`config.mk`:
```
export PLATFORM = sky130hd
export DESIGN_NAME = xtal_ref_ctrl
export DESIGN_NICKNAME = d
export VERILOG_FILES = /design/src/xtal_ref_pkg.sv /design/src/xtal_ref_ctrl.sv
export SDC_FILE = /design/constraint.sdc
export NUM_CORES = 1
export LEC_CHECK = 0
export ABC_AREA = 1
export BUFFER_PORTS_ARGS = -buffer_cell sky130_fd_sc_hd__buf_2
export CELL_PAD_IN_SITES_DETAIL_PLACEMENT = 0
export CELL_PAD_IN_SITES_GLOBAL_PLACEMENT = 1
export CORE_MARGIN = 2
export CORE_UTILIZATION = 32
export DETAILED_ROUTE_END_ITERATION = 8
export MAX_ROUTING_LAYER = met4
export PLACE_DENSITY = 0.84
export SYNTH_ARGS = -nofsm -noshare
export SYNTH_HDL_FRONTEND = slang
export SYNTH_SLANG_ARGS = --single-unit
export TNS_END_PERCENT = 1
```
`constraint.sdc`:
```
create_clock -name i_clk -period 2.1 [get_ports i_clk]
set_clock_uncertainty 0.05 [all_clocks]
set_input_delay 0.21 -clock i_clk [delete_from_list [all_inputs] [get_ports i_clk]]
set_output_delay 0.21 -clock i_clk [all_outputs]
set_load 0.01 [all_outputs]
```
`src/xtal_ref_pkg.sv`:
```
// constants and carriers for the crystal trim and reference conditioning
// block; assumes a single 50 MHz system clock and no register bus
package xtal_ref_pkg;

  // ==========================================================
  // trim range and step sizes (capacitance in femtofarads)
  localparam int unsigned TRIM_CAP_MIN_FF  = 14000;
  localparam int unsigned TRIM_CAP_MAX_FF  = 24000;
  localparam int unsigned TRIM_STEP_FF     = 14;
  localparam int unsigned OFFSET_LSB_FF    = 20;
  // trim pin full scale and band width, millivolts
  localparam int unsigned LEVEL_FULL_MV    = 1800;
  localparam int unsigned LEVEL_BAND_MV    = 200;
  localparam int unsigned LEVEL_COUNT      = 8;

  // ==========================================================
  // widths, table layout and reset values
  localparam int unsigned TRIM_REG_W       = 8;
  localparam int unsigned TRIM_CODE_W      = 2 * TRIM_REG_W;
  localparam int unsigned LEVEL_W          = 3;
  localparam int unsigned TABLE_REGS       = 16;
  localparam int unsigned ALT_TABLE_IDX    = 6;
  localparam int unsigned REF_DIV_W        = 3;
  localparam int unsigned PLL_COUNT        = 2;
  localparam logic [TRIM_CODE_W-1:0] TRIM_CODE_RST = 16'h0000;
  localparam logic [REF_DIV_W-1:0]   REF_CNT_RST   = 3'h0;

  // secondary input type that selects the crystal oscillator
  localparam logic [1:0] SEC_TYPE_XTAL     = 2'h2;

  // ==========================================================
  // trim source select, {hi, lo}
  typedef enum logic [1:0] {
    SRC_PIN_OR_ALT   = 2'h0,
    SRC_PIN_ONLY     = 2'h1,
    SRC_PIN_OR_FIXED = 2'h2,
    SRC_FIXED        = 2'h3
  } trim_src_e;

  // configuration bits written by host software
  typedef struct packed {
    logic                  secondary_type_sel_hi;
    logic                  secondary_type_sel_lo;
    logic                  secondary_bias_en;
    logic                  trim_source_sel_hi;
    logic                  trim_source_sel_lo;
    logic [TRIM_REG_W-1:0] fixed_trim_code_a;
    logic [TRIM_REG_W-1:0] fixed_trim_code_b;
    logic                  primary_doubler_en;
    logic                  secondary_doubler_en;
    logic [REF_DIV_W-1:0]  pll1_ref_divide;
    logic [REF_DIV_W-1:0]  pll2_ref_divide;
  } xtal_cfg_s;

  // per-PLL reference selection controls
  typedef struct packed {
    logic auto_mode;
    logic manual_secondary;
  } ref_sel_s;

endpackage

```
`src/xtal_ref_ctrl.sv`:
```
// crystal enable, load-capacitance trim selection, reference doublers,
// 3-bit reference dividers and per-PLL smart reference selection;
// assumes config bits are static register outputs on i_clk, and that
// the trim level pin arrives as a 3-bit code from an eight-band quantizer
`timescale 1ns/100ps

module xtal_ref_ctrl #(
  parameter int unsigned DIV_W = xtal_ref_pkg::REF_DIV_W
) (
  input  wire logic                     i_clk,
  input  wire logic                     i_rst,
  input  wire xtal_ref_pkg::xtal_cfg_s  i_cfg,
  input  wire logic [xtal_ref_pkg::TABLE_REGS-1:0]
                    [xtal_ref_pkg::TRIM_REG_W-1:0] i_level_trim_table,
  input  wire logic                     i_trim_override_pin,
  input  wire logic [xtal_ref_pkg::LEVEL_W-1:0] i_trim_level_pin,
  input  wire logic                     i_primary_ref,
  input  wire logic                     i_secondary_reference_input,
  input  wire xtal_ref_pkg::ref_sel_s [xtal_ref_pkg::PLL_COUNT-1:0] i_ref_sel,
  input  wire logic                     i_primary_lost,
  input  wire logic                     i_secondary_lost,
  output logic                          o_xtal_osc_en,
  output logic [xtal_ref_pkg::TRIM_CODE_W-1:0] o_trim_code,
  output logic                          o_secondary_ref_pulse,
  output logic [xtal_ref_pkg::PLL_COUNT-1:0] o_pll_ref_pulse,
  output logic [xtal_ref_pkg::PLL_COUNT-1:0] o_pll_on_secondary
);

  // ==========================================================
  // pin synchronisers
  // every pin passes two flops; only the second stage is read
  logic                                 ovr_s1_ff;
  logic                                 ovr_s2_ff;
  logic [xtal_ref_pkg::LEVEL_W-1:0]     lvl_s1_ff;
  logic [xtal_ref_pkg::LEVEL_W-1:0]     lvl_s2_ff;
  logic [xtal_ref_pkg::LEVEL_W-1:0]     lvl_hold_ff;
  logic [1:0]                           pri_s_ff;
  logic [1:0]                           sec_s_ff;
  logic                                 pri_last_ff;
  logic                                 sec_last_ff;

  always_ff @(posedge i_clk) begin
    if (i_rst) begin
      ovr_s1_ff   <= 1'b0;
      ovr_s2_ff   <= 1'b0;
      lvl_s1_ff   <= '0;
      lvl_s2_ff   <= '0;
      pri_s_ff    <= 2'h0;
      sec_s_ff    <= 2'h0;
      pri_last_ff <= 1'b0;
      sec_last_ff <= 1'b0;
    end else begin
      ovr_s1_ff   <= i_trim_override_pin;
      ovr_s2_ff   <= ovr_s1_ff;
      lvl_s1_ff   <= i_trim_level_pin;
      lvl_s2_ff   <= lvl_s1_ff;
      pri_s_ff    <= {pri_s_ff[0], i_primary_ref};
      sec_s_ff    <= {sec_s_ff[0], i_secondary_reference_input};
      pri_last_ff <= pri_s_ff[1];
      sec_last_ff <= sec_s_ff[1];
    end
  end

  // the quantizer bits may skew while the voltage crosses a band edge,
  // so a new level is taken only after two equal synchronised samples
  logic lvl_stable;
  assign lvl_stable = (lvl_s2_ff == lvl_hold_ff);

  logic [xtal_ref_pkg::LEVEL_W-1:0] lvl_used_ff;
  always_ff @(posedge i_clk) begin
    if (i_rst) begin
      lvl_hold_ff <= '0;
      lvl_used_ff <= '0;
    end else begin
      lvl_hold_ff <= lvl_s2_ff;
      if (lvl_stable) begin
        lvl_used_ff <= lvl_hold_ff;
      end
    end
  end

  // ==========================================================
  // crystal oscillator enable
  logic nxt_xtal_osc_en;
  assign nxt_xtal_osc_en =
    ({i_cfg.secondary_type_sel_hi, i_cfg.secondary_type_sel_lo}
      == xtal_ref_pkg::SEC_TYPE_XTAL) && i_cfg.secondary_bias_en;

  // ==========================================================
  // trim code selection
  // each table level owns two registers, first one as the high byte
  xtal_ref_pkg::trim_src_e         trim_src;
  logic [xtal_ref_pkg::TRIM_CODE_W-1:0] level_code;
  logic [xtal_ref_pkg::TRIM_CODE_W-1:0] alt_code;
  logic [xtal_ref_pkg::TRIM_CODE_W-1:0] fixed_code;
  logic [xtal_ref_pkg::TRIM_CODE_W-1:0] nxt_trim_code;
  logic [3:0]                           lvl_idx;

  assign trim_src = xtal_ref_pkg::trim_src_e'(
    {i_cfg.trim_source_sel_hi, i_cfg.trim_source_sel_lo});
  assign lvl_idx  = {lvl_used_ff, 1'b0};
  assign level_code = {i_level_trim_table[lvl_idx],
                       i_level_trim_table[lvl_idx + 4'h1]};
  // the alternate pair shares storage with table level three
  assign alt_code = {i_level_trim_table[xtal_ref_pkg::ALT_TABLE_IDX],
                     i_level_trim_table[xtal_ref_pkg::ALT_TABLE_IDX + 1]};
  // code step is one capacitor unit of the trim array
  assign fixed_code = {i_cfg.fixed_trim_code_a,
                       i_cfg.fixed_trim_code_b};

  // select 1,1 is left undefined; it is treated as fixed pair only
  always_comb begin
    unique case (trim_src)
      xtal_ref_pkg::SRC_PIN_ONLY:
        nxt_trim_code = level_code;
      xtal_ref_pkg::SRC_PIN_OR_ALT:
        nxt_trim_code = ovr_s2_ff ? alt_code : level_code;
      xtal_ref_pkg::SRC_PIN_OR_FIXED:
        nxt_trim_code = ovr_s2_ff ? fixed_code : level_code;
      xtal_ref_pkg::SRC_FIXED:
        nxt_trim_code = fixed_code;
    endcase
  end

  // reload only on change so the trim array never sees needless strobes
  logic trim_change;
  assign trim_change = (nxt_trim_code != o_trim_code);

  always_ff @(posedge i_clk) begin
    if (i_rst) begin
      o_trim_code   <= xtal_ref_pkg::TRIM_CODE_RST;
      o_xtal_osc_en <= 1'b0;
    end else begin
      o_xtal_osc_en <= nxt_xtal_osc_en;
      if (trim_change) begin
        o_trim_code <= nxt_trim_code;
      end
    end
  end

  // ==========================================================
  // doublers: a plain reference gives one pulse per rising edge,
  // a doubled one a pulse on both edges
  logic pri_rise;
  logic pri_fall;
  logic sec_rise;
  logic sec_fall;
  logic pri_evt;
  logic sec_evt;
  assign pri_rise = pri_s_ff[1] & ~pri_last_ff;
  assign pri_fall = ~pri_s_ff[1] & pri_last_ff;
  assign sec_rise = sec_s_ff[1] & ~sec_last_ff;
  assign sec_fall = ~sec_s_ff[1] & sec_last_ff;
  assign pri_evt  = pri_rise | (i_cfg.primary_doubler_en & pri_fall);
  assign sec_evt  = sec_rise | (i_cfg.secondary_doubler_en & sec_fall);

  always_ff @(posedge i_clk) begin
    if (i_rst) begin
      o_secondary_ref_pulse <= 1'b0;
    end else begin
      o_secondary_ref_pulse <= sec_evt;
    end
  end

  // ==========================================================
  // per-PLL reference divider and smart selection
  logic [xtal_ref_pkg::PLL_COUNT-1:0][DIV_W-1:0] div_val;
  assign div_val[0] = DIV_W'(i_cfg.pll1_ref_divide);
  assign div_val[1] = DIV_W'(i_cfg.pll2_ref_divide);

  genvar g;
  generate
    for (g = 0; g < xtal_ref_pkg::PLL_COUNT; g++) begin : g_pll
      logic [DIV_W-1:0] cnt_ff;
      logic [DIV_W-1:0] last_cnt;
      logic             div_hit;
      logic             nxt_on_sec;
      // divide value 0 behaves as the full count of the counter
      assign last_cnt = div_val[g] - DIV_W'(1);
      assign div_hit  = pri_evt && (cnt_ff == last_cnt);

      // in auto mode: loss of primary moves to secondary, its return
      // moves back; with both lost the selection waits on secondary
      assign nxt_on_sec = i_ref_sel[g].auto_mode ? i_primary_lost
                        : i_ref_sel[g].manual_secondary;

      // counter never restarts on a divide change, it runs on
      always_ff @(posedge i_clk) begin
        if (i_rst) begin
          cnt_ff                <= DIV_W'(xtal_ref_pkg::REF_CNT_RST);
          o_pll_ref_pulse[g]    <= 1'b0;
          o_pll_on_secondary[g] <= 1'b0;
        end else begin
          if (pri_evt) begin
            cnt_ff <= div_hit ? '0 : cnt_ff + DIV_W'(1);
          end
          o_pll_on_secondary[g] <= nxt_on_sec;
          o_pll_ref_pulse[g]    <= o_pll_on_secondary[g] ? sec_evt
                                                         : div_hit;
        end
      end
    end
  endgenerate

endmodule // xtal_ref_ctrl

```
==> impl.org <==
** Status
- The run finished with clean final reports.

** Place
- Routability-driven placement congestion ratio :: 0.8655
- Detailed placement ended at an HPWL of 9184 µm.
- During placement, the flow inserted port buffers numbering 191.

** Setup path
- Number of cells on the worst reg-to-reg path :: 5
- By startpoint and endpoint, the worst setup path is classified as reg -> reg.
- Of all nets on the critical path, the largest fanout is 16.
- Endpoint required time on the critical path :: 2.20 ns
- Endpoint class of the critical path :: register
- Sort of element at the start of the critical path :: register
- At the worst endpoint, the arrival time is 1.66 ns.
- Critical path endpoint :: o_trim_code[0]
- Setup slack on the worst flop-to-flop path :: 0.54 ns
- Tracing the worst setup path back leads to its startpoint at ovr_s2_ff.
- The startpoint identified for the worst register-to-register timing path is ovr_s2_ff.
- Worst reg2reg endpoint :: o_trim_code[0]

** Logic synthesis
- Leading cell type by number of instances after synthesis :: nand2_1
- The synthesized netlist devotes 1.304% of its cell area to adder and majority cells.
- Post-synth EDFFs :: 0
- After synthesis, the share of flip-flops with an asynchronous set or reset is 0%.
- Of the post-synthesis cell area, the part taken by muxes is 0%.
- Syn avg cell area :: 5.712 µm²
- Count of synthesis-stage warnings from yosys :: 0
- Largest family of logic cells by synthesized area :: simple AND/OR/NAND/NOR gates
- Count of distinct cell types in the synthesized netlist :: 29
- The synthesized netlist devotes 0.9126% of its cell area to XOR and XNOR gates.
- Synthesized instance count :: 672
- Top cell types by occurrence after synthesis :: 222 x nand2_1, 142 x inv_1, 101 x nand3_1
- The synthesized netlist devotes 7.725% of its cell area to compound gates.
- Dominant synthesized flop cell :: dfxtp_1
- Number of flip-flops and latches in the synthesized netlist :: 48
- When the netlist entered floorplanning its net count stood at 847.
- By area the synthesized netlist is led by dfxtp_1 25%, nand2_1 22%, inv_1 14%.
- Sequential-to-total area share from yosys stat :: 25.03%
- Summed instance area of the synthesized netlist :: 3839 µm²
- Cell taking the most area after synthesis :: dfxtp_1
- The synthesized netlist devotes 44.82% of its cell area to simple gates.
- Share of the synthesized area in the top cell type :: 25.03%

** Pwr
- Worst IR Drop VDD :: 314.6 µV
- Cell Pwr Density :: 519.0 nW/µm²
- For this design the static power due to leakage is 2.961 nW.

** STA
- Max Clk Rate :: 0.6429 GHz
- Setup TNS Final :: 0 ns
- Minimum clock period :: 1.555 ns
- Setup violations remaining at the end of the flow were counted as 0.
- In this run the tightest slew margin relative to its limit is 60.92%.
- Hold is met by 0.02323 ns.
- Period utilisation layout :: 74.06%
- At the pin with the least slew margin, the transition time is 0.5853 ns.
- RSZ-0062 raised after global routing :: no
- The hold violation total from the final report is 0.
- Number of max-slew violations in the final report :: 0

** Clock tree
- Post-CTS setup buffer count :: 0
- Clock insertion delay at the later pin of the skew report :: 0.29 ns
- Clock-pin slew was measured on the worst setup and hold paths at 0.07 ns.
- Clock Path Buffers :: 2
- Hold buffer count at cts :: 0
- CTS placed an instance of clkbuf_16 at the clock tree root.
- Total clock buffers created by CTS :: 5
- Sinks on the clock net :: 48
- The H-tree was split into 2 levels.
- Gates resized during post-CTS repair numbered 0.
- TritonCTS clock tree :: built

** Global routing
- Entering global routing, the biggest net connects 53 pins.
- The number of global-route vias before repair came to 3,955.
- Global routing consumed, over all layers together, 18.48% of the routing resources.
- Overflow left after global routing :: 0
- The number of antenna violations at the first check in global routing came to 2.
- Global-route wire length before repair :: 18,790 µm

** Floorplanning
- Starting density of the core :: 32.36%
- From left edge to right edge, the die measures 113.5 µm.
- Vertical die dimension :: 113.5 µm
- 193 I/O pins were placed.
- In this run the standard cell core region covers 11,860 µm².
- The die covers 12,890 µm².
- After floorplanning, the core was divided into 40 placement rows.

** Detailed routing
- Post-Route WL :: 11,910 µm
- The count of nets left with antenna violations once routing finished came out at 0.
- Iteration count of the initial detailed-routing pass :: 4
- For this block, the via count after detailed routing is 4,405.
- Average wire per cell in the routed design :: 11.98 µm
- DRC violation total after the first TritonRoute iteration :: 271
- DRC :: 0
- Via/cell ratio :: 4.432

** Layout
- In the final layout, the multi-input gates occupy 2102 µm².
- Filler cell count in the final layout :: 1,362
- Flip-flop and latch area :: 962.2 µm²
- Compared with the post-synthesis result, the final layout area differs by 30.25%.
- Ratio of cells with drive above 1 in the final layout :: 30.09%
- For this run, the post-layout net count is 1,018.

** Min path
- Class of the tightest hold or removal check :: in -> reg

** Job
- Across the run, the number of max-cap violations was 0.
## power breakdown
group	leakage (nW)	internal (mW)	switching, mW
sequential	0.396	0.969	0.0236
combinational	2.49	0.326	0.446
clock	0.0773	0.477	0.353
total	2.96	1.77	0.823
## final cells by class
type                            instances  area share, %
Multi-Input combinational cell        439          42.04
Timing Repair Buffer                  199          20.57
Sequential cell                        48          19.24
Inverter                              150          11.26
Tap cell                              147          3.679
Clock buffer                            6          2.778
Clock inverter                          2         0.2753
Antenna cell                            3         0.1502
## routing by layer
metal  global-route usage [%]  vias to the layer above  share of wire (%)  wire length, µm
met4                    3.740                        0                1.6              191
met3                    2.816                       15                6.2              734
met2                    31.50                      135                 47             5566
met5                        -                        -                  0                0
li1                         -                     2374                  -                -
met1                    23.37                     1881                 45             5413
## metrics by stage
stage	area [µm²]	utilization, %	total power, mW	instances	setup WS [ns]
detailed placement	4840	40.80	1.790	983	0.5660
CTS	4992	42.09	2.617	991	0.5593
floorplan	3839	-	1.499	672	0.9123
global placement	4840	40.80	1.789	983	0.5697
finish	5000	42.15	2.595	994	0.5447
global route	4997	42.13	2.756	993	0.4441
## worst max-delay path, cell delays in order, from the launching register on
cell and delay [ns]:
dfxtp_1 0.58, inv_2 0.08, nand2_1 0.13, nand2_2 0.28, nand3_1 0.21, a21oi_1 0.09
## cell usage in the layout, fill, tap and decap left out
cell	count
nor2_2	1
dfxtp_2	1
nor2_1	29
a31oi_1	2
nand3_1	101
ha_1	4
nor3_1	1
nand2_2	2
clkinv_1	1
nand2_1	222
nand3_2	20
diode_2	3
buf_2	191
inv_1	142
inv_2	7
inv_6	1
buf_4	7
a21oi_1	13
o21ai_0	16
o211ai_1	1
dfxtp_1	47
clkinv_2	1
a21oi_2	13
buf_12	1
o21a_1	1
o21ai_1	2
clkbuf_8	1
xnor2_1	4
or2_2	2
nor2_4	1
nand4_1	4
clkbuf_16	5
## registers in the layout, indices dropped and copies added, names as in the netlist
name,cells
g_pll.cnt_ff,6
lvl_hold_ff,3
lvl_s1_ff,3
lvl_s2_ff,3
lvl_used_ff,3
o_pll_on_secondary,2
o_pll_ref_pulse,2
o_secondary_ref_pulse,1
o_trim_code,16
o_xtal_osc_en,1
ovr_s1_ff,1
ovr_s2_ff,1
pri_last_ff,1
pri_s_ff,2
sec_last_ff,1
sec_s_ff,2
## worst min path at each step
stage	slack [ns]	depth (start not counted)	from	end
6_report	0.02	2	i_cfg[27]	o_xtal_osc_en
5_1_grt	0.04	2	i_cfg[27]	o_xtal_osc_en
4_1_cts	0.02	2	i_cfg[27]	o_xtal_osc_en
3_5_place_dp	0.33	2	i_cfg[27]	o_xtal_osc_en
3_3_place_gp	0.32	2	i_cfg[27]	o_xtal_osc_en
2_1_floorplan	0.24	1	i_cfg[27]	o_xtal_osc_en
## cell families after synthesis
family / Yosys count
XOR/XNOR: 4
adder cells (fa/ha/maj): 4
AO/OA/AOI/OAI: 48
AND/OR/NAND/NOR: 383
buffers and inverters: 185
flip-flops: 48
Power figures use the tool's default switching activity.
